### src/design/tmrcp_consts.vh
// Constants for the timer clock and prescale control block
`ifndef TMRCP_CONSTS_VH
`define TMRCP_CONSTS_VH

// ----------------------------------------------------------------------
// Register offsets (byte addresses)
// ----------------------------------------------------------------------
`define TMRCP_IDX_CTRL      10'h005
// Control byte address is four times its word index
`define TMRCP_OFF_CTRL      {`TMRCP_IDX_CTRL, 2'b00}
`define TMRCP_OFF_CNT_LO    12'h008
`define TMRCP_OFF_CNT_HI    12'h00C
`define TMRCP_OFF_STAT      12'h010
`define TMRCP_OFF_MASK      12'h018
`define TMRCP_ADDR_W        12

// ----------------------------------------------------------------------
// Control register fields
// ----------------------------------------------------------------------
`define TMRCP_CTRL_RST      8'h00
`define TMRCP_CTRL_WMASK    8'hFE
`define TMRCP_BIT_IRQEDG    7
`define TMRCP_BIT_CLKEDG    6
`define TMRCP_BIT_CLKSRC    5
`define TMRCP_PS_HI         4
`define TMRCP_PS_LO         1
`define TMRCP_PS_TOP        3

// ----------------------------------------------------------------------
// Status and mask fields
// ----------------------------------------------------------------------
`define TMRCP_NEV           3
`define TMRCP_EV_IRQPIN     0
`define TMRCP_EV_CLKPIN     1
`define TMRCP_EV_OVF        2
`define TMRCP_EV_RST        3'h0

// ----------------------------------------------------------------------
// Counter sizes
// ----------------------------------------------------------------------
`define TMRCP_CNT_W         16
`define TMRCP_PRE_W         8
`define TMRCP_CNT_RST       16'h0000
`define TMRCP_PRE_RST       8'h00
`define TMRCP_PS_MAX        8'hFF

`endif

### src/design/tmrcp_edge_det.v
// Edge detector with selectable polarity for one pin
`timescale 1ns/1ps
`default_nettype none
`include "tmrcp_consts.vh"

module tmrcp_edge_det (
   // Clock, reset and enable
   input  wire CORE_CLK_I,
   input  wire RST_B_I,
   input  wire CLK_EN_I,
   // Pin and polarity
   input  wire PIN_I,
   input  wire RISE_SEL_I,
   // Event
   output wire EDGE_O
);

   reg pin_d_ff;

   // Previous pin sample
   always @(posedge CORE_CLK_I or negedge RST_B_I) begin
      if (!RST_B_I) begin
         pin_d_ff <= 1'b0;
      end else if (CLK_EN_I) begin
         pin_d_ff <= PIN_I;
      end
   end

   // Selected edge, one cycle pulse
   assign EDGE_O = CLK_EN_I & (RISE_SEL_I ? (PIN_I & ~pin_d_ff)
                                          : (~PIN_I & pin_d_ff));

endmodule // tmrcp_edge_det
`default_nettype wire

### src/design/tmrcp_top.v
// Timer clock source, edge and prescale control with APB registers
//
// The APB interface to the registers was decided locally.
`timescale 1ns/1ps
`default_nettype none
`include "tmrcp_consts.vh"

module tmrcp_top (
   // Clock, reset and enable
   input  wire        CORE_CLK_I,
   input  wire        RST_B_I,
   input  wire        CLK_EN_I,
   // APB slave
   input  wire        PSEL_I,
   input  wire        PENABLE_I,
   input  wire        PWRITE_I,
   input  wire [11:0] PADDR_I,
   input  wire [31:0] PWDATA_I,
   input  wire [3:0]  PSTRB_I,
   output reg  [31:0] PRDATA_O,
   output wire        PREADY_O,
   output wire        PSLVERR_O,
   // Pins
   input  wire        EXT_IRQ_PIN_I,
   input  wire        EXT_TIMER_CLOCK_PIN_I,
   // Events and state
   output wire        EXT_IRQ_FLAG_SET_O,
   output wire        CLOCK_PIN_EVENT_FLAG_SET_O,
   output wire        TIMER_OVF_O,
   output wire [15:0] MAIN_TIMER_COUNT_O,
   output wire        IRQ_O
);

   // -------------------------------------------------------------------
   // Declarations
   // -------------------------------------------------------------------
   reg  [7:0]  ctrl_ff;
   reg  [15:0] cnt_ff;
   reg  [15:0] nxt_cnt;
   reg  [7:0]  pre_ff;
   reg  [7:0]  nxt_pre;
   reg  [2:0]  stat_ff;
   reg  [2:0]  mask_ff;
   reg  [2:0]  nxt_stat;
   reg  [7:0]  ratio_m1;
   reg  [31:0] rd_data;
   reg         addr_ok;
   reg         ovf_ff;
   wire        acc;
   wire        wr_acc;
   wire        rd_setup;
   wire        irq_edge;
   wire        clk_pin_edge;
   wire        tick;
   wire        adv;
   wire        wr_lo;
   wire        wr_hi;
   wire [2:0]  ev;
   wire [3:0]  ps;

   // -------------------------------------------------------------------
   // APB decode
   // -------------------------------------------------------------------

   // Zero wait state slave
   assign acc       = PSEL_I & PENABLE_I & CLK_EN_I;
   assign wr_acc    = acc & PWRITE_I;
   assign rd_setup  = PSEL_I & ~PENABLE_I & ~PWRITE_I & CLK_EN_I;
   assign PREADY_O  = 1'b1;
   assign PSLVERR_O = PSEL_I & PENABLE_I & ~addr_ok;

   // Address check
   always @* begin
      case (PADDR_I)
         `TMRCP_OFF_CTRL,
         `TMRCP_OFF_CNT_LO,
         `TMRCP_OFF_CNT_HI,
         `TMRCP_OFF_STAT,
         `TMRCP_OFF_MASK: addr_ok = 1'b1;
         default:         addr_ok = 1'b0;
      endcase
   end

   // Byte access to the counter halves
   assign wr_lo = wr_acc & PSTRB_I[0] & (PADDR_I == `TMRCP_OFF_CNT_LO);
   assign wr_hi = wr_acc & PSTRB_I[0] & (PADDR_I == `TMRCP_OFF_CNT_HI);

   // -------------------------------------------------------------------
   // Control register
   // -------------------------------------------------------------------

   // Unbanked control register, bit 0 never stored
   always @(posedge CORE_CLK_I or negedge RST_B_I) begin
      if (!RST_B_I) begin
         ctrl_ff <= `TMRCP_CTRL_RST;
      end else if (wr_acc && PSTRB_I[0] &&
                   PADDR_I == `TMRCP_OFF_CTRL) begin
         ctrl_ff <= PWDATA_I[7:0] & `TMRCP_CTRL_WMASK;
      end
   end

   assign ps = ctrl_ff[`TMRCP_PS_HI:`TMRCP_PS_LO];

   // -------------------------------------------------------------------
   // Pin edge detection
   // -------------------------------------------------------------------

   // Interrupt pin edge
   tmrcp_edge_det u_irq_edge (
      .CORE_CLK_I (CORE_CLK_I),
      .RST_B_I    (RST_B_I),
      .CLK_EN_I   (CLK_EN_I),
      .PIN_I      (EXT_IRQ_PIN_I),
      .RISE_SEL_I (ctrl_ff[`TMRCP_BIT_IRQEDG]),
      .EDGE_O     (irq_edge)
   );

   // External clock pin edge
   tmrcp_edge_det u_clk_edge (
      .CORE_CLK_I (CORE_CLK_I),
      .RST_B_I    (RST_B_I),
      .CLK_EN_I   (CLK_EN_I),
      .PIN_I      (EXT_TIMER_CLOCK_PIN_I),
      .RISE_SEL_I (ctrl_ff[`TMRCP_BIT_CLKEDG]),
      .EDGE_O     (clk_pin_edge)
   );

   // Source select, edge bit ignored on internal clock
   assign tick = ctrl_ff[`TMRCP_BIT_CLKSRC] ? CLK_EN_I
                                            : clk_pin_edge;

   // -------------------------------------------------------------------
   // Prescaler and counter
   // -------------------------------------------------------------------

   // Ratio minus one from prescale code
   always @* begin
      if (ps[`TMRCP_PS_TOP]) begin
         ratio_m1 = `TMRCP_PS_MAX;
      end else begin
         ratio_m1 = (8'h01 << ps[2:0]) - 8'h01;
      end
   end

   assign adv = tick & (pre_ff >= ratio_m1);

   // Next prescaler and count
   always @* begin
      nxt_pre = pre_ff;
      nxt_cnt = cnt_ff;
      if (tick) begin
         nxt_pre = adv ? `TMRCP_PRE_RST : (pre_ff + 8'h01);
      end
      if (adv) begin
         nxt_cnt = cnt_ff + 16'h0001;
      end
      if (wr_lo) begin
         nxt_cnt = {cnt_ff[15:8], PWDATA_I[7:0]};
         nxt_pre = `TMRCP_PRE_RST;
      end
      if (wr_hi) begin
         nxt_cnt = {PWDATA_I[7:0], cnt_ff[7:0]};
         nxt_pre = `TMRCP_PRE_RST;
      end
   end

   // Counter state
   always @(posedge CORE_CLK_I or negedge RST_B_I) begin
      if (!RST_B_I) begin
         pre_ff <= `TMRCP_PRE_RST;
         cnt_ff <= `TMRCP_CNT_RST;
         ovf_ff <= 1'b0;
      end else if (CLK_EN_I) begin
         pre_ff <= nxt_pre;
         cnt_ff <= nxt_cnt;
         ovf_ff <= adv & (&cnt_ff) & ~wr_lo & ~wr_hi;
      end
   end

   assign MAIN_TIMER_COUNT_O = cnt_ff;
   assign TIMER_OVF_O        = ovf_ff;

   // Raw event pulses
   assign EXT_IRQ_FLAG_SET_O         = irq_edge;
   assign CLOCK_PIN_EVENT_FLAG_SET_O = clk_pin_edge &
                                       ~ctrl_ff[`TMRCP_BIT_CLKSRC];

   // -------------------------------------------------------------------
   // Interrupt status and mask
   // -------------------------------------------------------------------

   assign ev = {ovf_ff, CLOCK_PIN_EVENT_FLAG_SET_O, irq_edge};

   // Sticky status per event, set beats clear
   genvar gi;
   generate
      for (gi = 0; gi < `TMRCP_NEV; gi = gi + 1) begin : g_stat
         always @* begin
            nxt_stat[gi] = stat_ff[gi];
            if (wr_acc && PSTRB_I[0] && PADDR_I == `TMRCP_OFF_STAT &&
                PWDATA_I[gi]) begin
               nxt_stat[gi] = 1'b0;
            end
            if (ev[gi]) begin
               nxt_stat[gi] = 1'b1;
            end
         end
      end
   endgenerate

   // Status and mask registers
   always @(posedge CORE_CLK_I or negedge RST_B_I) begin
      if (!RST_B_I) begin
         stat_ff <= `TMRCP_EV_RST;
         mask_ff <= `TMRCP_EV_RST;
      end else if (CLK_EN_I) begin
         stat_ff <= nxt_stat;
         if (wr_acc && PSTRB_I[0] && PADDR_I == `TMRCP_OFF_MASK) begin
            mask_ff <= PWDATA_I[2:0];
         end
      end
   end

   assign IRQ_O = |(stat_ff & mask_ff);

   // -------------------------------------------------------------------
   // Read data
   // -------------------------------------------------------------------

   // Read mux
   always @* begin
      case (PADDR_I)
         `TMRCP_OFF_CTRL:   rd_data = {24'h000000, ctrl_ff[7:1], 1'b0};
         `TMRCP_OFF_CNT_LO: rd_data = {24'h000000, cnt_ff[7:0]};
         `TMRCP_OFF_CNT_HI: rd_data = {24'h000000, cnt_ff[15:8]};
         `TMRCP_OFF_STAT:   rd_data = {29'h0000000, stat_ff};
         `TMRCP_OFF_MASK:   rd_data = {29'h0000000, mask_ff};
         default:           rd_data = 32'h00000000;
      endcase
   end

   // Registered read data, loaded in setup phase
   always @(posedge CORE_CLK_I or negedge RST_B_I) begin
      if (!RST_B_I) begin
         PRDATA_O <= 32'h00000000;
      end else if (rd_setup) begin
         PRDATA_O <= rd_data;
      end
   end

endmodule // tmrcp_top
`default_nettype wire

### config.mk
export PLATFORM = sky130hd
export DESIGN_NAME = tmrcp_top
export DESIGN_NICKNAME = d
export VERILOG_FILES = /design/src/design/tmrcp_edge_det.v /design/src/design/tmrcp_top.v
export VERILOG_INCLUDE_DIRS = /design/src /design/src/design
export SDC_FILE = /design/constraint.sdc
export NUM_CORES = 1
export LEC_CHECK = 0
export BUFFER_PORTS_ARGS = -buffer_cell sky130_fd_sc_hd__buf_4
export CORE_ASPECT_RATIO = 1.4
export CORE_MARGIN = 5
export CORE_UTILIZATION = 29
export CTS_BUF_LIST = sky130_fd_sc_hd__clkbuf_16
export CTS_CLUSTER_SIZE = 8
export DETAILED_ROUTE_END_ITERATION = 8
export MAX_ROUTING_LAYER = met4
export PLACE_DENSITY = 0.5
export SKIP_LAST_GASP = 1
export SLEW_MARGIN = 10
export SYNTH_ARGS = -nofsm -noshare
export SYNTH_HDL_FRONTEND = slang
export SYNTH_SLANG_ARGS = --single-unit
### constraint.sdc
create_clock -name CORE_CLK_I -period 2.7 [get_ports CORE_CLK_I]
set_clock_uncertainty 0.1 [all_clocks]
set_input_delay 0.405 -clock CORE_CLK_I [delete_from_list [all_inputs] [get_ports CORE_CLK_I]]
set_output_delay 0.405 -clock CORE_CLK_I [all_outputs]
set_load 0.01 [all_outputs]
==> flow_metrics.env <==
export IMPL_run_status="completed"
export IMPL_final_critical_path_setup_slack_ns=0.102
export IMPL_final_net_count=470
export IMPL_postRouteAntennaNets=0
export IMPL_finalHoldViolations=0
export IMPL_final_worst_path_period_need_ns=2.60
export IMPL_first_pass_iters=4
export IMPL_path_cells="nor3_1 > ha_1 > nor2b_1 > o211a_1 > o311ai_4 > a21oi_2 > buf_4 > a221oi_1 > nor3_2"
export IMPL_cap_viol_max_count=0
export IMPL_tritoncts="yes"
export IMPL_synthesis_stage_register_bit_count=48
export IMPL_worst_ep_required_time_ns=2.77
export IMPL_postSynthAreaPerCell_um2=9.22
export IMPL_place_gp_congestion=0.792
export IMPL_clock_pin_slew_worst_setup_and_hold_paths_ns=0.06
export IMPL_register_area_um2=1200
export IMPL_syn_inst=341
export IMPL_unrepaired_setup_endpoints_after_global_routing="true"
export IMPL_post_synth_top_area_cell="dfrtp_1"
export IMPL_core_region_area_um2=10800
export IMPL_power_per_cell_area_nw_per_um2=501
export IMPL_crit_path_start_kind="flop"
export IMPL_worstHoldPathType="input port to async pin"
export IMPL_synth_flop_cell="dfrtp_1"
export IMPL_cts_path_max_buffers=2
export IMPL_power_leakage_nw=1.75
export IMPL_timing_worst_slew_pin_value_ns=0.638
export IMPL_multi_input_area_um2=1790
export IMPL_drt_vias_per_instance=4.97
export IMPL_floorplan_io_pins=110
export IMPL_final_max_slew_violation_count=0
export IMPL_die_width_um=98
export IMPL_hpwl_mm=7.00
export IMPL_critPathMaxFanout=9
export IMPL_clock_insertion_delay_worst_skew_ns=0.29
export IMPL_max_freq_ghz=0.385
export IMPL_number_of_drc_violations_after_detailed_routing_iteration_0=104
export IMPL_core_rowCount=45
export IMPL_critPathArrivalTime_ns=2.66
export IMPL_cts_buffers=5
export IMPL_share_of_layout_cells_above_drive_strength_1=0.267
export IMPL_layout_cells_non_filler=545
export IMPL_wire_length_of_the_first_global_routing_pass_mm=15.0
export IMPL_globalRouteTotalUtil=0.148
export IMPL_report_final_setup_viol=0
export IMPL_cts_htree_levels=2
export IMPL_r2r_start="ctrl_ff[4]"
export IMPL_synth_yosys_seq_area_share=0.382
export IMPL_route_vias_total=2706
export IMPL_die_h_um=133
export IMPL_wire_per_inst_um=16.8
export IMPL_insertedDiodeCount=0
export IMPL_critical_path_slowest_cell="dfrtp_2"
export IMPL_nFillCells=1137
export IMPL_number_of_synthesized_flops_with_an_enable_pin=0
export IMPL_first_global_vias=2760
export IMPL_initial_core_util=0.292
export IMPL_design_die_area_um2=13100
export IMPL_post_synth_main_area_contributors="dfrtp_1 (38%), buf_4 (6.2%), nand2_1 (4.5%), mux2_2 (4.3%), ha_1 (4.0%)"
export IMPL_worstRegToRegCells=9
export IMPL_area_overhead_of_the_layout_relative_to_synthesis_pct=22.1
export IMPL_max_vdd_ir_drop_mv=0.221
export IMPL_grt_ovfl_total=0
export IMPL_netlist_cell_type_count=66
export IMPL_async_sr_flop_fraction=1.00
export IMPL_antenna_found_initial=0
export IMPL_ff2ff_setup_slack_ns=0.10
export IMPL_design_power_total_mw=1.92
export IMPL_worst_r2r_endpoint="MAIN_TIMER_COUNT_O[9]"
export IMPL_synth_cell_area_um2=3140
export IMPL_cts_hold_buffers=0
export IMPL_ys_warnings_count=0
export IMPL_final_core_utilization=0.357
export IMPL_grt_start_max_net_pins=49
export IMPL_placement_stage_worst_setup_slack_ns=0.0801
export IMPL_clock_root_buffer="clkbuf_16"
export IMPL_synth_top_cell_area_share=0.382
export IMPL_drcViolationCount=0
export IMPL_slew_headroom=0.575
export IMPL_clkSinkCount=48
export IMPL_totalWireLength_mm=9.17
export IMPL_setup_worst_path_end_class="flop"
export IMPL_layout_worst_path_cycle_share=0.962
export IMPL_dp_cells=535
export IMPL_placement_io_buffers=57
export IMPL_timing_setup_critical_path_class="flop to flop"
export IMPL_cp_slowest_stage_delay_ns=0.46
[what timing repair did]
action,in CTS,in global routing
buffers inserted,0,2
setup endpoints to repair,0,6
gates resized for setup,0,6
[critical path, delay by kind of cell (launching register included)]
| kind | cells | cell delay, ns |
|---|---|---|
| buffers and inverters | 1 | 0.17 |
| and+or+nand+nor | 3 | 0.44 |
| DFF | 1 | 0.46 |
| adders and majority gates | 1 | 0.28 |
| AOI/OAI and AO/OA | 4 | 1.02 |
[cells by family (layout without fill, tap and decap cells)]
group           Yosys count  after routing  synth area share
simple gates            139            139             0.244
compound gates           75             76             0.171
flops                    48             48             0.382
buf+inv                  45             84            0.0887
mux                      14             14            0.0497
fa+ha+maj                10             10            0.0398
xor+xnor                  8              8            0.0223
other cells               2             25           0.00239
[cell usage after synthesis, drive strengths merged (2+ instances only)]
cell	number
xor2	8
a221oi	3
dfrtp	48
mux2	13
clkbuf	4
o221ai	2
a21oi	18
or4	2
o311ai	4
and3	9
o211a	2
nor4	2
o22ai	2
nand3	14
a31oi	3
nand2	40
buf	31
nor2b	8
a211oi	6
nor2	33
a22oi	6
nor3b	3
and2	3
a21o	3
ha	10
o21a	2
inv	10
nor3	9
nand4	9
o31ai	6
o21ai	11
conb	2
[how the worst max path moves through the flow]
stage | startpoint | to | slack, ns | depth (start not counted)
6_report | ctrl_ff[4] | MAIN_TIMER_COUNT_O[9] | 0.10 | 9
4_1_cts | ctrl_ff[4] | MAIN_TIMER_COUNT_O[10] | 0.07 | 9
3_5_place_dp | ctrl_ff[4] | MAIN_TIMER_COUNT_O[10] | 0.08 | 9
3_3_place_gp | ctrl_ff[4] | MAIN_TIMER_COUNT_O[10] | 0.08 | 9
2_1_floorplan | ctrl_ff[4] | MAIN_TIMER_COUNT_O[10] | 0.13 | 11
5_1_grt | ctrl_ff[4] | MAIN_TIMER_COUNT_O[6] | -0.02 | 10
[cell usage in the layout (no fill, tap or decap), drive strengths merged, types with 10 or more instances in the layout]
cell,count
o21ai,11
nand3,14
a21oi,19
mux2,13
ha,10
inv,10
dfrtp,48
nand2,40
buf,67
nor2,33
conb,25
[power by group]
part | internal [mW] | switching [mW]
registers | 0.775 | 0.102
logic | 0.211 | 0.241
clock network | 0.332 | 0.261
[registers in the layout, summed over array words and instances, names as in the netlist]
register / cells
MAIN_TIMER_COUNT_O: 16
PRDATA_O: 8
pre_ff: 8
ctrl_ff: 7
mask_ff: 3
stat_ff: 3
TIMER_OVF_O: 1
u_clk_edge.pin_d_ff: 1
u_irq_edge.pin_d_ff: 1
[per-layer routing]
metal  wire [µm]  up-vias  GRT usage
li1            -     1312          -
met1        3850     1340      0.175
met2        4890       43      0.253
met3         182       11     0.0189
met4         252        0     0.0585
met5           0        -          -
[per-stage QoR]
| step | cell area, µm² | TNS (ns) | hold WS [ns] |
|---|---|---|---|
| after detailed placement | 3650 | 0 | 0.383 |
| final | 3840 | 0 | 0.0358 |
| after global routing | 3840 | -0.0639 | 0.0892 |
| after floorplan | 3230 | 0 | 0.00941 |
| after global placement | 3650 | 0 | 0.376 |
| after CTS | 3790 | 0 | 0.0745 |
[final cells by class]
type / count / area share
repair buffers: 67 / 0.131
well taps: 141 / 0.0460
flip-flops and latches: 48 / 0.314
multi-input cells: 272 / 0.465
inverters: 10 / 0.00978
clock buffers: 5 / 0.0326
clock inverters: 2 / 0.00196
Note: power is estimated with default switching activity, not from simulation.
